$ cat src/rtl/ricfg_pkg.sv
package ricfg_pkg;
   // serial frame layout
   localparam int          INSTR_BITS      = 16;
   localparam int          DATA_BITS       = 8;
   localparam int          ADDR_W          = 13;
   localparam int          RW_POS          = 15;
   localparam int          CNT_W           = 5;
   localparam logic [4:0]  CNT_INSTR_DONE  = 5'h10;
   localparam logic [4:0]  CNT_BYTE_DONE   = 5'h17;
   // register offsets
   localparam logic [12:0] OFS_RX_BG       = 13'h001A;
   localparam logic [12:0] OFS_CRYSTAL_RESONATOR_INPUT_TUNE   = 13'h001B;
   localparam logic [12:0] OFS_SPARE_ONE   = 13'h001C;
   localparam logic [12:0] OFS_SPARE_TWO   = 13'h001D;
   localparam logic [12:0] OFS_SPARE_THREE = 13'h001E;
   localparam logic [12:0] OFS_PRI_DIV_HI  = 13'h001F;
   localparam logic [12:0] OFS_PRI_DIV_LO  = 13'h0020;
   // field positions
   localparam int          RX_RST_POS      = 7;
   localparam int          BG_CODE_HI      = 6;
   localparam int          BG_CODE_LO      = 2;
   localparam int          BG_OVR_POS      = 0;
   localparam int          XT_DIS_POS      = 7;
   localparam int          XT_CODE_HI      = 5;
   localparam int          DIV_LO_HI       = 7;
   localparam int          DIV_LO_LO       = 2;
   localparam int          DIV_EN_POS      = 1;
   localparam int          DIV_W           = 14;
   // reset values
   localparam logic [4:0]  BG_CODE_RST     = 5'h00;
   localparam logic        BG_OVR_RST      = 1'b0;
   localparam logic        XT_DIS_RST      = 1'b1;
   localparam logic [5:0]  XT_CODE_RST     = 6'h00;
   localparam logic [13:0] PRI_DIV_RST     = 14'h1000;
   localparam logic        DIV_EN_RST      = 1'b0;
endpackage

$ cat src/rtl/ricfg_regs.sv
// Notes on behaviour
// receiver reset bit clears itself after being written to one.
// receiver reset bit resets detectors, dividers, switchover, oscillator, doubler.
// band gap code 00000 is minimum, 11111 maximum, resets to 00000.
// band gap code has no effect unless override enable bit zero set.
// override enable zero means automatic band gap, one means code sets it.
// crystal override-disable resets to one (automatic); zero selects tuning field.
// host writes zero into unused bit six of crystal register.
// tuning field is inverted binary, 0.25 pF steps; all zeros is 15.75 pF.
// tuning field has effect only while override-disable bit is zero.
// divider high register holds bits 13 to 6 of the divider.
// next register's upper six bits hold divider low bits; reset 4096.
// programmed divider used only when enable set; else strap pins decide.
// unused addresses and bits read zero; writes to them are ignored.
`timescale 1ns/1ps
module ricfg_regs
   import ricfg_pkg::*;
(
   // clock and reset
   input  wire logic              SYS_CLK_I,
   input  wire logic              RESETN_I,
   // 3-wire serial port
   input  wire logic              SCLK_I,
   input  wire logic              CS_N_I,
   input  wire logic              SDIO_I,
   output logic                   SDIO_O,
   output logic                   SDIO_OE_N_O,
   // reference input section
   output logic                   RX_RESET_O,
   output logic                   BG_MANUAL_O,
   output logic [4:0]             BG_CODE_O,
   output logic                   CRYSTAL_RESONATOR_INPUT_MANUAL_O,
   output logic [5:0]             CRYSTAL_RESONATOR_INPUT_CAP_QPF_O,
   // primary reference divider
   input  wire logic [DIV_W-1:0]  DIVIDER_STRAP_VAL_I,
   output logic                   PRI_DIV_SPI_EN_O,
   output logic [DIV_W-1:0]       PRI_DIV_O
);

   logic [2:0]        sclk_s_q;
   logic [1:0]        csn_s_q;
   logic [1:0]        sdio_s_q;
   logic [DIV_W-1:0]  strap_s1_q;
   logic [DIV_W-1:0]  strap_s2_q;
   logic [CNT_W-1:0]  cnt_q;
   logic [14:0]       shift_q;
   logic              rd_q;
   logic [ADDR_W-1:0] addr_q;
   logic [7:0]        rd_sh_q;
   logic              drive_q;
   logic              rx_rst_q;
   logic [4:0]        bg_code_q;
   logic              bg_ovr_q;
   logic              xt_dis_q;
   logic [5:0]        xt_code_q;
   logic [DIV_W-1:0]  div_q;
   logic              div_en_q;

   wire               sclk_rise;
   wire               sclk_fall;
   wire               active;
   wire               instr_done;
   wire               byte_done;
   wire               wr_stb;
   wire [7:0]         wr_byte;
   wire [ADDR_W-1:0]  instr_addr;
   wire [ADDR_W-1:0]  next_addr;
   wire [ADDR_W-1:0]  rd_addr;
   // per-register write strobes
   wire               sel_rx_bg;
   wire               sel_crystal_resonator_input;
   wire               sel_div_hi;
   wire               sel_div_lo;

   // register read decode, unmapped space reads zero
   function automatic logic [7:0] read_reg(input logic [ADDR_W-1:0] a);
      case (a)
         OFS_RX_BG:      read_reg = {1'b0, bg_code_q, 1'b0, bg_ovr_q};
         OFS_CRYSTAL_RESONATOR_INPUT_TUNE:  read_reg = {xt_dis_q, 1'b0, xt_code_q};
         OFS_PRI_DIV_HI: read_reg = div_q[13:6];
         OFS_PRI_DIV_LO: read_reg = {div_q[5:0], div_en_q, 1'b0};
         default:        read_reg = 8'h00;
      endcase
   endfunction

   assign sclk_rise  = sclk_s_q[1] & ~sclk_s_q[2];
   assign sclk_fall  = ~sclk_s_q[1] & sclk_s_q[2];
   assign active     = ~csn_s_q[1];
   assign instr_done = active & sclk_rise
                       & (cnt_q == CNT_INSTR_DONE - 5'h01);
   assign byte_done  = active & sclk_rise & (cnt_q == CNT_BYTE_DONE);
   assign wr_stb     = byte_done & ~rd_q;
   assign wr_byte    = {shift_q[6:0], sdio_s_q[1]};
   assign instr_addr = {shift_q[ADDR_W-2:0], sdio_s_q[1]};
   assign next_addr  = addr_q - 13'h0001;
   assign rd_addr    = instr_done ? instr_addr : next_addr;

   // write strobes, spare and unmapped addresses get none
   assign sel_rx_bg  = wr_stb & (addr_q == OFS_RX_BG);
   assign sel_crystal_resonator_input   = wr_stb & (addr_q == OFS_CRYSTAL_RESONATOR_INPUT_TUNE);
   assign sel_div_hi = wr_stb & (addr_q == OFS_PRI_DIV_HI);
   assign sel_div_lo = wr_stb & (addr_q == OFS_PRI_DIV_LO);

   // pin synchronisers
   always_ff @(posedge SYS_CLK_I or negedge RESETN_I) begin
      if (!RESETN_I) begin
         sclk_s_q   <= 3'h0;
         csn_s_q    <= 2'h3;
         sdio_s_q   <= 2'h0;
         strap_s1_q <= 14'h0000;
         strap_s2_q <= 14'h0000;
      end else begin
         sclk_s_q   <= {sclk_s_q[1:0], SCLK_I};
         csn_s_q    <= {csn_s_q[0], CS_N_I};
         sdio_s_q   <= {sdio_s_q[0], SDIO_I};
         strap_s1_q <= DIVIDER_STRAP_VAL_I;
         strap_s2_q <= strap_s1_q;
      end
   end

   // bit counter, restarts whenever chip select is released
   always_ff @(posedge SYS_CLK_I or negedge RESETN_I) begin
      if (!RESETN_I) begin
         cnt_q <= 5'h00;
      end else if (!active) begin
         cnt_q <= 5'h00;
      end else if (sclk_rise) begin
         cnt_q <= byte_done ? CNT_INSTR_DONE : cnt_q + 5'h01;
      end
   end

   // serial frame: 16-bit instruction then bytes, address counting down
   always_ff @(posedge SYS_CLK_I or negedge RESETN_I) begin
      if (!RESETN_I) begin
         shift_q <= 15'h0000;
         rd_q    <= 1'b0;
         addr_q  <= 13'h0000;
      end else if (active & sclk_rise) begin
         shift_q <= {shift_q[13:0], sdio_s_q[1]};
         if (instr_done) begin
            rd_q   <= shift_q[RW_POS-1];
            addr_q <= instr_addr;
         end else if (byte_done) begin
            addr_q <= next_addr;
         end
      end
   end

   // read data shifter, driven out on falling edges
   always_ff @(posedge SYS_CLK_I or negedge RESETN_I) begin
      if (!RESETN_I) begin
         rd_sh_q <= 8'h00;
         drive_q <= 1'b0;
      end else if (!active) begin
         drive_q <= 1'b0;
      end else if ((instr_done & shift_q[RW_POS-1]) | (byte_done & rd_q)) begin
         rd_sh_q <= read_reg(rd_addr);
         drive_q <= 1'b1;
      end else if (sclk_fall & drive_q & (cnt_q != CNT_INSTR_DONE)) begin
         rd_sh_q <= {rd_sh_q[6:0], 1'b0};
      end
   end

   // receiver reset, a single pulse that clears itself
   always_ff @(posedge SYS_CLK_I or negedge RESETN_I) begin
      if (!RESETN_I) begin
         rx_rst_q <= 1'b0;
      end else begin
         rx_rst_q <= sel_rx_bg & wr_byte[RX_RST_POS];
      end
   end

   // band gap control
   always_ff @(posedge SYS_CLK_I or negedge RESETN_I) begin
      if (!RESETN_I) begin
         bg_code_q <= BG_CODE_RST;
         bg_ovr_q  <= BG_OVR_RST;
      end else if (sel_rx_bg) begin
         bg_code_q <= wr_byte[BG_CODE_HI:BG_CODE_LO];
         bg_ovr_q  <= wr_byte[BG_OVR_POS];
      end
   end

   // crystal tuning control, bit six is not stored
   always_ff @(posedge SYS_CLK_I or negedge RESETN_I) begin
      if (!RESETN_I) begin
         xt_dis_q  <= XT_DIS_RST;
         xt_code_q <= XT_CODE_RST;
      end else if (sel_crystal_resonator_input) begin
         xt_dis_q  <= wr_byte[XT_DIS_POS];
         xt_code_q <= wr_byte[XT_CODE_HI:0];
      end
   end

   // primary divider, each byte lands on its own
   always_ff @(posedge SYS_CLK_I or negedge RESETN_I) begin
      if (!RESETN_I) begin
         div_q    <= PRI_DIV_RST;
         div_en_q <= DIV_EN_RST;
      end else begin
         if (sel_div_hi) begin
            div_q[13:6] <= wr_byte;
         end
         if (sel_div_lo) begin
            div_q[5:0] <= wr_byte[DIV_LO_HI:DIV_LO_LO];
            div_en_q   <= wr_byte[DIV_EN_POS];
         end
      end
   end

   // outputs to the serial port, the reference input section and the primary divider
   assign SDIO_O           = drive_q & rd_sh_q[7];
   assign SDIO_OE_N_O      = ~drive_q;
   assign RX_RESET_O       = rx_rst_q;
   assign BG_MANUAL_O      = bg_ovr_q;
   assign BG_CODE_O        = bg_ovr_q ? bg_code_q : 5'h00;
   assign CRYSTAL_RESONATOR_INPUT_MANUAL_O    = ~xt_dis_q;
   assign CRYSTAL_RESONATOR_INPUT_CAP_QPF_O   = xt_dis_q ? 6'h00 : ~xt_code_q;
   assign PRI_DIV_SPI_EN_O = div_en_q;
   assign PRI_DIV_O        = div_en_q ? div_q : strap_s2_q;

endmodule // ricfg_regs

$ cat config.mk
export PLATFORM = sky130hd
export DESIGN_NAME = ricfg_regs
export DESIGN_NICKNAME = d
export VERILOG_FILES = /design/src/rtl/ricfg_pkg.sv /design/src/rtl/ricfg_regs.sv
export SDC_FILE = /design/constraint.sdc
export NUM_CORES = 1
export LEC_CHECK = 0
export BUFFER_PORTS_ARGS = -buffer_cell sky130_fd_sc_hd__clkbuf_2
export CAP_MARGIN = 10
export CORE_UTILIZATION = 25
export CTS_BUF_LIST = sky130_fd_sc_hd__clkbuf_4 sky130_fd_sc_hd__clkbuf_8
export DETAILED_ROUTE_END_ITERATION = 6
export PLACE_DENSITY_LB_ADDON = 0.12
export SLEW_MARGIN = 10
export SYNTH_ARGS = -nofsm -noshare
export SYNTH_HDL_FRONTEND = slang
export SYNTH_SLANG_ARGS = --single-unit
$ cat constraint.sdc
create_clock -name SYS_CLK_I -period 8.4 [get_ports SYS_CLK_I]
set_input_delay 1.68 -clock SYS_CLK_I [delete_from_list [all_inputs] [get_ports SYS_CLK_I]]
set_output_delay 1.68 -clock SYS_CLK_I [all_outputs]
set_load 0.01 [all_outputs]
==> summary.md, run 1 <==
Status
• result of the run: complete, no violations

Timing
• worst hold slack after final layout: 0.362 ns
• worst clock skew: 0.0149 ns
• clock period minus worst slack: 3.53 ns
• final setup fails: 0
• number of max-slew violations in the final report: 0
• worst rel slew slack: 27.8%
• final-report hold violation count: 0
• total negative slack: 0 ns
• peak clock frequency supported by timing: 283 MHz
• RSZ-0062 raised after global routing: no
• crit share post-route: 42.1%
• Worst-Margin Slew: 1.05 ns

Routing
• DRC violations left: 0
• vias post-DR: 3326
• length of the first detailed-routing pass in iterations: 4
• wire length per cell: 16.7 µm
• count of routing violations after the opening detailed-route iteration: 169
• antenna viol nets, final: 0
• vias per std cell: 4.56
• drt total wl: 12200 µm

Pwr
• Peak VDD IR: 0.0742 mV
• total power after layout: 0.000973 W
• leakage: 2.52 nW
• PD cells: 174 nW/µm²

Critical path
• sort of element at the start of the critical path: flop
• critical path type: reg -> reg
• required time of the worst setup path: 8.70 ns
• CP arrival: 3.84 ns
• CP endpoint kind: flop
• largest fanout of any net on the critical path: 12

Cells and area
• fraction of layout instances using a drive strength above 1: 32.3%
• Finished Cell Area: 5600 µm²
• net count reported at finish: 490
• relative area change from synthesis to final layout: 15.2%
• diode insertion count for antenna repair: 0
• Layout Cells excl Fill: 730

Clock tree
• count of hold buffers inserted by post-cts repair: 0
• clock edge transition at the registers on the reported setup and hold paths: 0.11 ns
• clk sink count: 107
• clock insertion delay at the later pin of the skew report: 0.40 ns
• CTS tree: built
• Resized Gates After CTS: 0
• H-tree level count: 3
• buffer type at the clock tree root: clkbuf_8
• maximum clock path buffer count: 2
• Setup Fix Bufs, Post-CTS: 0
• number of CTS-inserted buffers: 9

Synth
• Synth Register Bits: 107
• cell count after synthesis: 420
• count of warnings emitted by yosys: 0
• top_reg_cell synth: dfrtp_1
• post-synthesis average cell area: 11.6 µm²
• net count after synthesis: 445
• sequential-to-total area share from yosys stat: 55.2%
• number of distinct library cells after synthesis: 64
• asr flop ratio synth: 100%
• EDFF count, synth: 0
• synthesized area: 4860 µm²

Die
• Die Outline Area: 20000 µm²
• Die Width: 141 µm
• Initial Utilization: 25.7%
• core area: 18900 µm²
• number of I/O pins: 50
• row count: 50
• height of the chip: 141 µm

Place
• Placed Cells: 714
• placer's final routability congestion estimate: 0.770
• DP Wirelength: 8380 µm
• Port Buf Inserts: 49
• standard cell area after detailed placement: 5390 µm²

Global route
• total routing usage reported by global routing: 13.2%
• sum of overflow across all layers after global routing: 0
• antenna violations before repair: 0
• largest net degree at the start of global routing: 67
• global-route wire length before repair: 19800 µm
• number of global-route vias before repair: 3497

Flow run
• number of violations of the max-capacitance limit: 0

Hold path
• path type of the worst min-delay path: reg -> reg

## where the power goes
part | internal [W] | total, W | switching [W]
Sequential | 0.000542 | 0.000598 | 0.0000559
Combinational | 0.0000273 | 0.0000502 | 0.0000229
Clock | 0.000119 | 0.000325 | 0.000206
Total | 0.000688 | 0.000973 | 0.000285
## critical path, cell delays in order, from the launching register on
cell       delay [ns]
dfrtp_1          0.42
ha_1             0.22
and3_1           0.17
ha_1             0.23
nand4bb_1        0.53
mux2i_1          1.01
mux2i_1          0.23
o32ai_1          0.27
nand2_1          0.10
a221oi_2         0.25
## Yosys cell counts (3+ instances only)
library cell / n / area [µm²]
a21oi_1: 15 / 75.1
a221oi_2: 3 / 45.0
a22oi_1: 3 / 22.5
a31oi_1: 5 / 31.3
a32oi_1: 3 / 26.3
and2_1: 7 / 43.8
clkbuf_1: 14 / 52.6
dfrtp_1: 103 / 2580
dfstp_2: 4 / 105
ha_1: 6 / 75.1
inv_1: 18 / 67.6
mux2_2: 55 / 619
mux2i_1: 7 / 70.1
nand2_1: 33 / 124
nand3_1: 3 / 15.0
nand4_1: 4 / 25.0
nor2_1: 39 / 146
nor2b_1: 3 / 18.8
nor3_1: 6 / 30.0
nor4_1: 4 / 25.0
o21ai_0: 21 / 105
o22ai_1: 5 / 31.3
o32ai_1: 3 / 26.3
or3_1: 6 / 37.5
## logic make-up after synthesis
logic type,count (synthesis),synth area share (%)
buffers and inverters,37,3.19
and+or+nand+nor,126,13.7
muxes,62,14.2
adders and majority gates,6,1.55
xor gates and xnor gates,4,0.876
AOI/OAI and AO/OA,78,11.3
DFF,107,55.2
## layout by cell type (no fill, tap or decap), types with 4 or more instances in the layout
master	count
a21oi_1	15
a31oi_1	5
and2_1	7
buf_4	5
clkbuf_2	48
clkbuf_8	9
dfrtp_1	103
dfstp_2	4
ha_1	6
inv_1	18
mux2_2	55
mux2i_1	7
nand2_1	33
nand4_1	4
nor2_1	39
nor3_1	6
nor4_1	4
o21ai_0	21
o22ai_1	5
or3_1	6
## flip-flops by register name (all words and copies together) (netlist names), 6 cells and up
| register | count |
|---|---|
| shift_q | 15 |
| div_q | 14 |
| strap_s1_q | 14 |
| strap_s2_q | 14 |
| addr_q | 13 |
| rd_sh_q | 8 |
| xt_code_q | 6 |
## final cells by class
cell class	instances	area, µm²
Fill cell	2042	13300
Sequential cell	107	2680
Multi-Input combinational cell	276	2040
Tap cell	260	325
Timing Repair Buffer	53	278
Clock buffer	9	124
Clock inverter	7	81.3
Inverter	18	67.6
## through the flow
step	utilization, %	setup slack [ns]
floorplan	-	5.34
global placement	28.5	4.92
detailed placement	28.5	4.79
CTS	29.6	4.79
global route	29.6	4.53
finish	29.6	4.87
## routing by layer
layer	routed length [µm]	GRT usage (%)	part of all wire (%)
met1	6090	18.5	50
met4	166	4.58	1.4
met3	403	3.04	3.3
met5	0	0	0
met2	5510	20.0	45
## worst paths after layout
| kind | start | end | slack [ns] | cells after the start |
|---|---|---|---|---|
| setup reg to reg | cnt_q[0]$_DFFE_PN0P_ | rd_sh_q[4]$_DFFE_PN0P_ | 4.87 | 9 |
| setup / recovery | cnt_q[0]$_DFFE_PN0P_ | rd_sh_q[4]$_DFFE_PN0P_ | 4.87 | 9 |
| max in group asynchronous | RESETN_I | rd_sh_q[5]$_DFFE_PN0P_ | 5.88 | 2 |
| hold reg to reg | strap_s1_q[4]$_DFF_PN0_ | strap_s2_q[4]$_DFF_PN0_ | 0.36 | 0 |
| min in group asynchronous | RESETN_I | shift_q[4]$_DFFE_PN0P_ | 1.26 | 1 |
| hold / removal | strap_s1_q[4]$_DFF_PN0_ | strap_s2_q[4]$_DFF_PN0_ | 0.36 | 0 |
(Power assumes the default switching activity.)
==> run 2: changes to the inputs <==
clock period = 3.3 ns   (was 8.4 ns; I/O delays follow)
==> run 2 against run 1 <==
Against the previous run: critical path depth up 1; flip-flop and latch count did not move; highest routed layer unchanged; first-iteration DRC count rose by 23%.
==> summary.md, run 2 (synthesized netlist as in run 1, its figures left out) <==
Flow run
• number of violations of the max-capacitance limit: 0

Global route
• global-route wire length before repair: 20400 µm
• largest net degree at the start of global routing: 79
• sum of overflow across all layers after global routing: 0
• number of global-route vias before repair: 3456
• antenna violations before repair: 0
• total routing usage reported by global routing: 13.5%

Clock tree
• clock insertion delay at the later pin of the skew report: 0.40 ns
• clk sink count: 107
• count of hold buffers inserted by post-cts repair: 0
• Resized Gates After CTS: 0
• number of CTS-inserted buffers: 9
• Setup Fix Bufs, Post-CTS: 0
• CTS tree: built
• H-tree level count: 3
• buffer type at the clock tree root: clkbuf_8
• clock edge transition at the registers on the reported setup and hold paths: 0.11 ns
• maximum clock path buffer count: 2

Timing
• total negative slack: 0 ns
• RSZ-0062 raised after global routing: no
• worst rel slew slack: 47.7%
• final setup fails: 0
• final-report hold violation count: 0
• worst clock skew: 0.0139 ns
• crit share post-route: 92.6%
• peak clock frequency supported by timing: 327 MHz
• number of max-slew violations in the final report: 0
• Worst-Margin Slew: 0.784 ns
• clock period minus worst slack: 3.06 ns

Routing
• DRC violations left: 0
• vias per std cell: 4.59
• count of routing violations after the opening detailed-route iteration: 208
• length of the first detailed-routing pass in iterations: 4
• wire length per cell: 16.7 µm
• drt total wl: 12400 µm
• vias post-DR: 3390
• antenna viol nets, final: 0

Cells and area
• register with the highest flop count: shift_q
• diode insertion count for antenna repair: 0
• commonest non-fill, non-tap cell in the layout: dfrtp_1
• net count reported at finish: 498
• commonest cells after routing, fill and taps aside: 103 x dfrtp_1, 55 x mux2_2, 48 x clkbuf_2, 39 x nor2_1, 33 x nand2_1
• fraction of layout instances using a drive strength above 1: 33.3%
• relative area change from synthesis to final layout: 16.3%
• Layout Cells excl Fill: 738
• flip-flop count of the largest register after layout: 15

Critical path
• sort of element at the start of the critical path: flop
• critical path type: reg -> reg
• required time of the worst setup path: 3.60 ns
• Critical Path Most Common Cell: ha_1
• crit-path cells: ha_1 > and3_1 > ha_1 > nand4bb_1 > o211a_1 > a211oi_2 > o211ai_2 > a21oi_1 > a31oi_1 > a221oi_2
• standard cell with the maximum stage delay on the critical path: dfrtp_1
• CP arrival: 3.36 ns
• longest individual stage delay on the worst path: 0.42 ns
• CP endpoint kind: flop
• largest fanout of any net on the critical path: 8

Place
• DP Wirelength: 8540 µm
• Placed Cells: 722
• Port Buf Inserts: 49
• placer's final routability congestion estimate: 0.836

Pwr
• PD cells: 435 nW/µm²
• leakage: 2.56 nW
• Peak VDD IR: 0.189 mV

Hold path
• path type of the worst min-delay path: in -> async

Status
• result of the run: complete, no violations

Die
• height of the chip: 141 µm
• Die Width: 141 µm
• core area: 18900 µm²
• Initial Utilization: 25.7%
• number of I/O pins: 50
• row count: 50
• Die Outline Area: 20000 µm²

run 2: final timing paths:
path	startpoint	endpoint	slack, ns	cells past startpoint
setup / recovery	cnt_q[0]$_DFFE_PN0P_	rd_sh_q[4]$_DFFE_PN0P_	0.24	10
hold / removal	RESETN_I	RX_RESET_O$_DFF_PN0_	0.18	1
setup reg to reg	cnt_q[0]$_DFFE_PN0P_	rd_sh_q[4]$_DFFE_PN0P_	0.24	10
hold reg to reg	strap_s1_q[5]$_DFF_PN0_	strap_s2_q[5]$_DFF_PN0_	0.36	0
max in group asynchronous	RESETN_I	csn_s_q[1]$_DFF_PN1_	2.34	2
min in group SYS_CLK_I	CS_N_I	csn_s_q[0]$_DFF_PN1_	0.35	1
run 2: where the power goes:
group	total, W	internal (W)	switching (W)	leakage [nW]
Sequential	0.00153	0.00138	0.000147	1.39
Clock	0.000799	0.000300	0.000500	0.0982
Combinational	0.000131	0.0000712	0.0000593	1.07
run 2: worst max-delay path: cells and delay by family (launching register included):
family,cells,cell delay [ns]
simple gates,2,0.55
fa+ha+maj,2,0.43
flops,1,0.42
compound gates,6,1.57
run 2: routing by layer:
layer  track usage (%)  up-vias  share of wire (%)
met5                 0        -                  0
met4              4.13        0                1.5
met3              3.44       14                3.3
met2              20.4       62                 46
met1              19.0     1709                 49
li1                  -     1605                  -
run 2: final cells by class:
type / count / area (µm²)
flip-flops and latches: 107 / 2680
fillers: 2002 / 13200
repair buffers: 61 / 350
well taps: 260 / 325
inverters: 18 / 67.6
clock buffers: 10 / 131
clock inverters: 6 / 56.3
multi-input cells: 276 / 2030
run 2: stage by stage:
| step | cell area [µm²] | utilization, % | setup WS (ns) | power (W) | hold WS (ns) |
|---|---|---|---|---|---|
| after floorplan | 4860 | - | 0.524 | 0.00154 | 0.331 |
| after global placement | 5460 | 28.9 | 0.379 | 0.00169 | 0.333 |
| after detailed placement | 5460 | 28.9 | 0.288 | 0.00169 | 0.335 |
| after CTS | 5650 | 29.9 | 0.276 | 0.00252 | 0.175 |
| after global routing | 5650 | 29.9 | 0.0108 | 0.00259 | 0.190 |
| final | 5650 | 29.9 | 0.244 | 0.00246 | 0.182 |
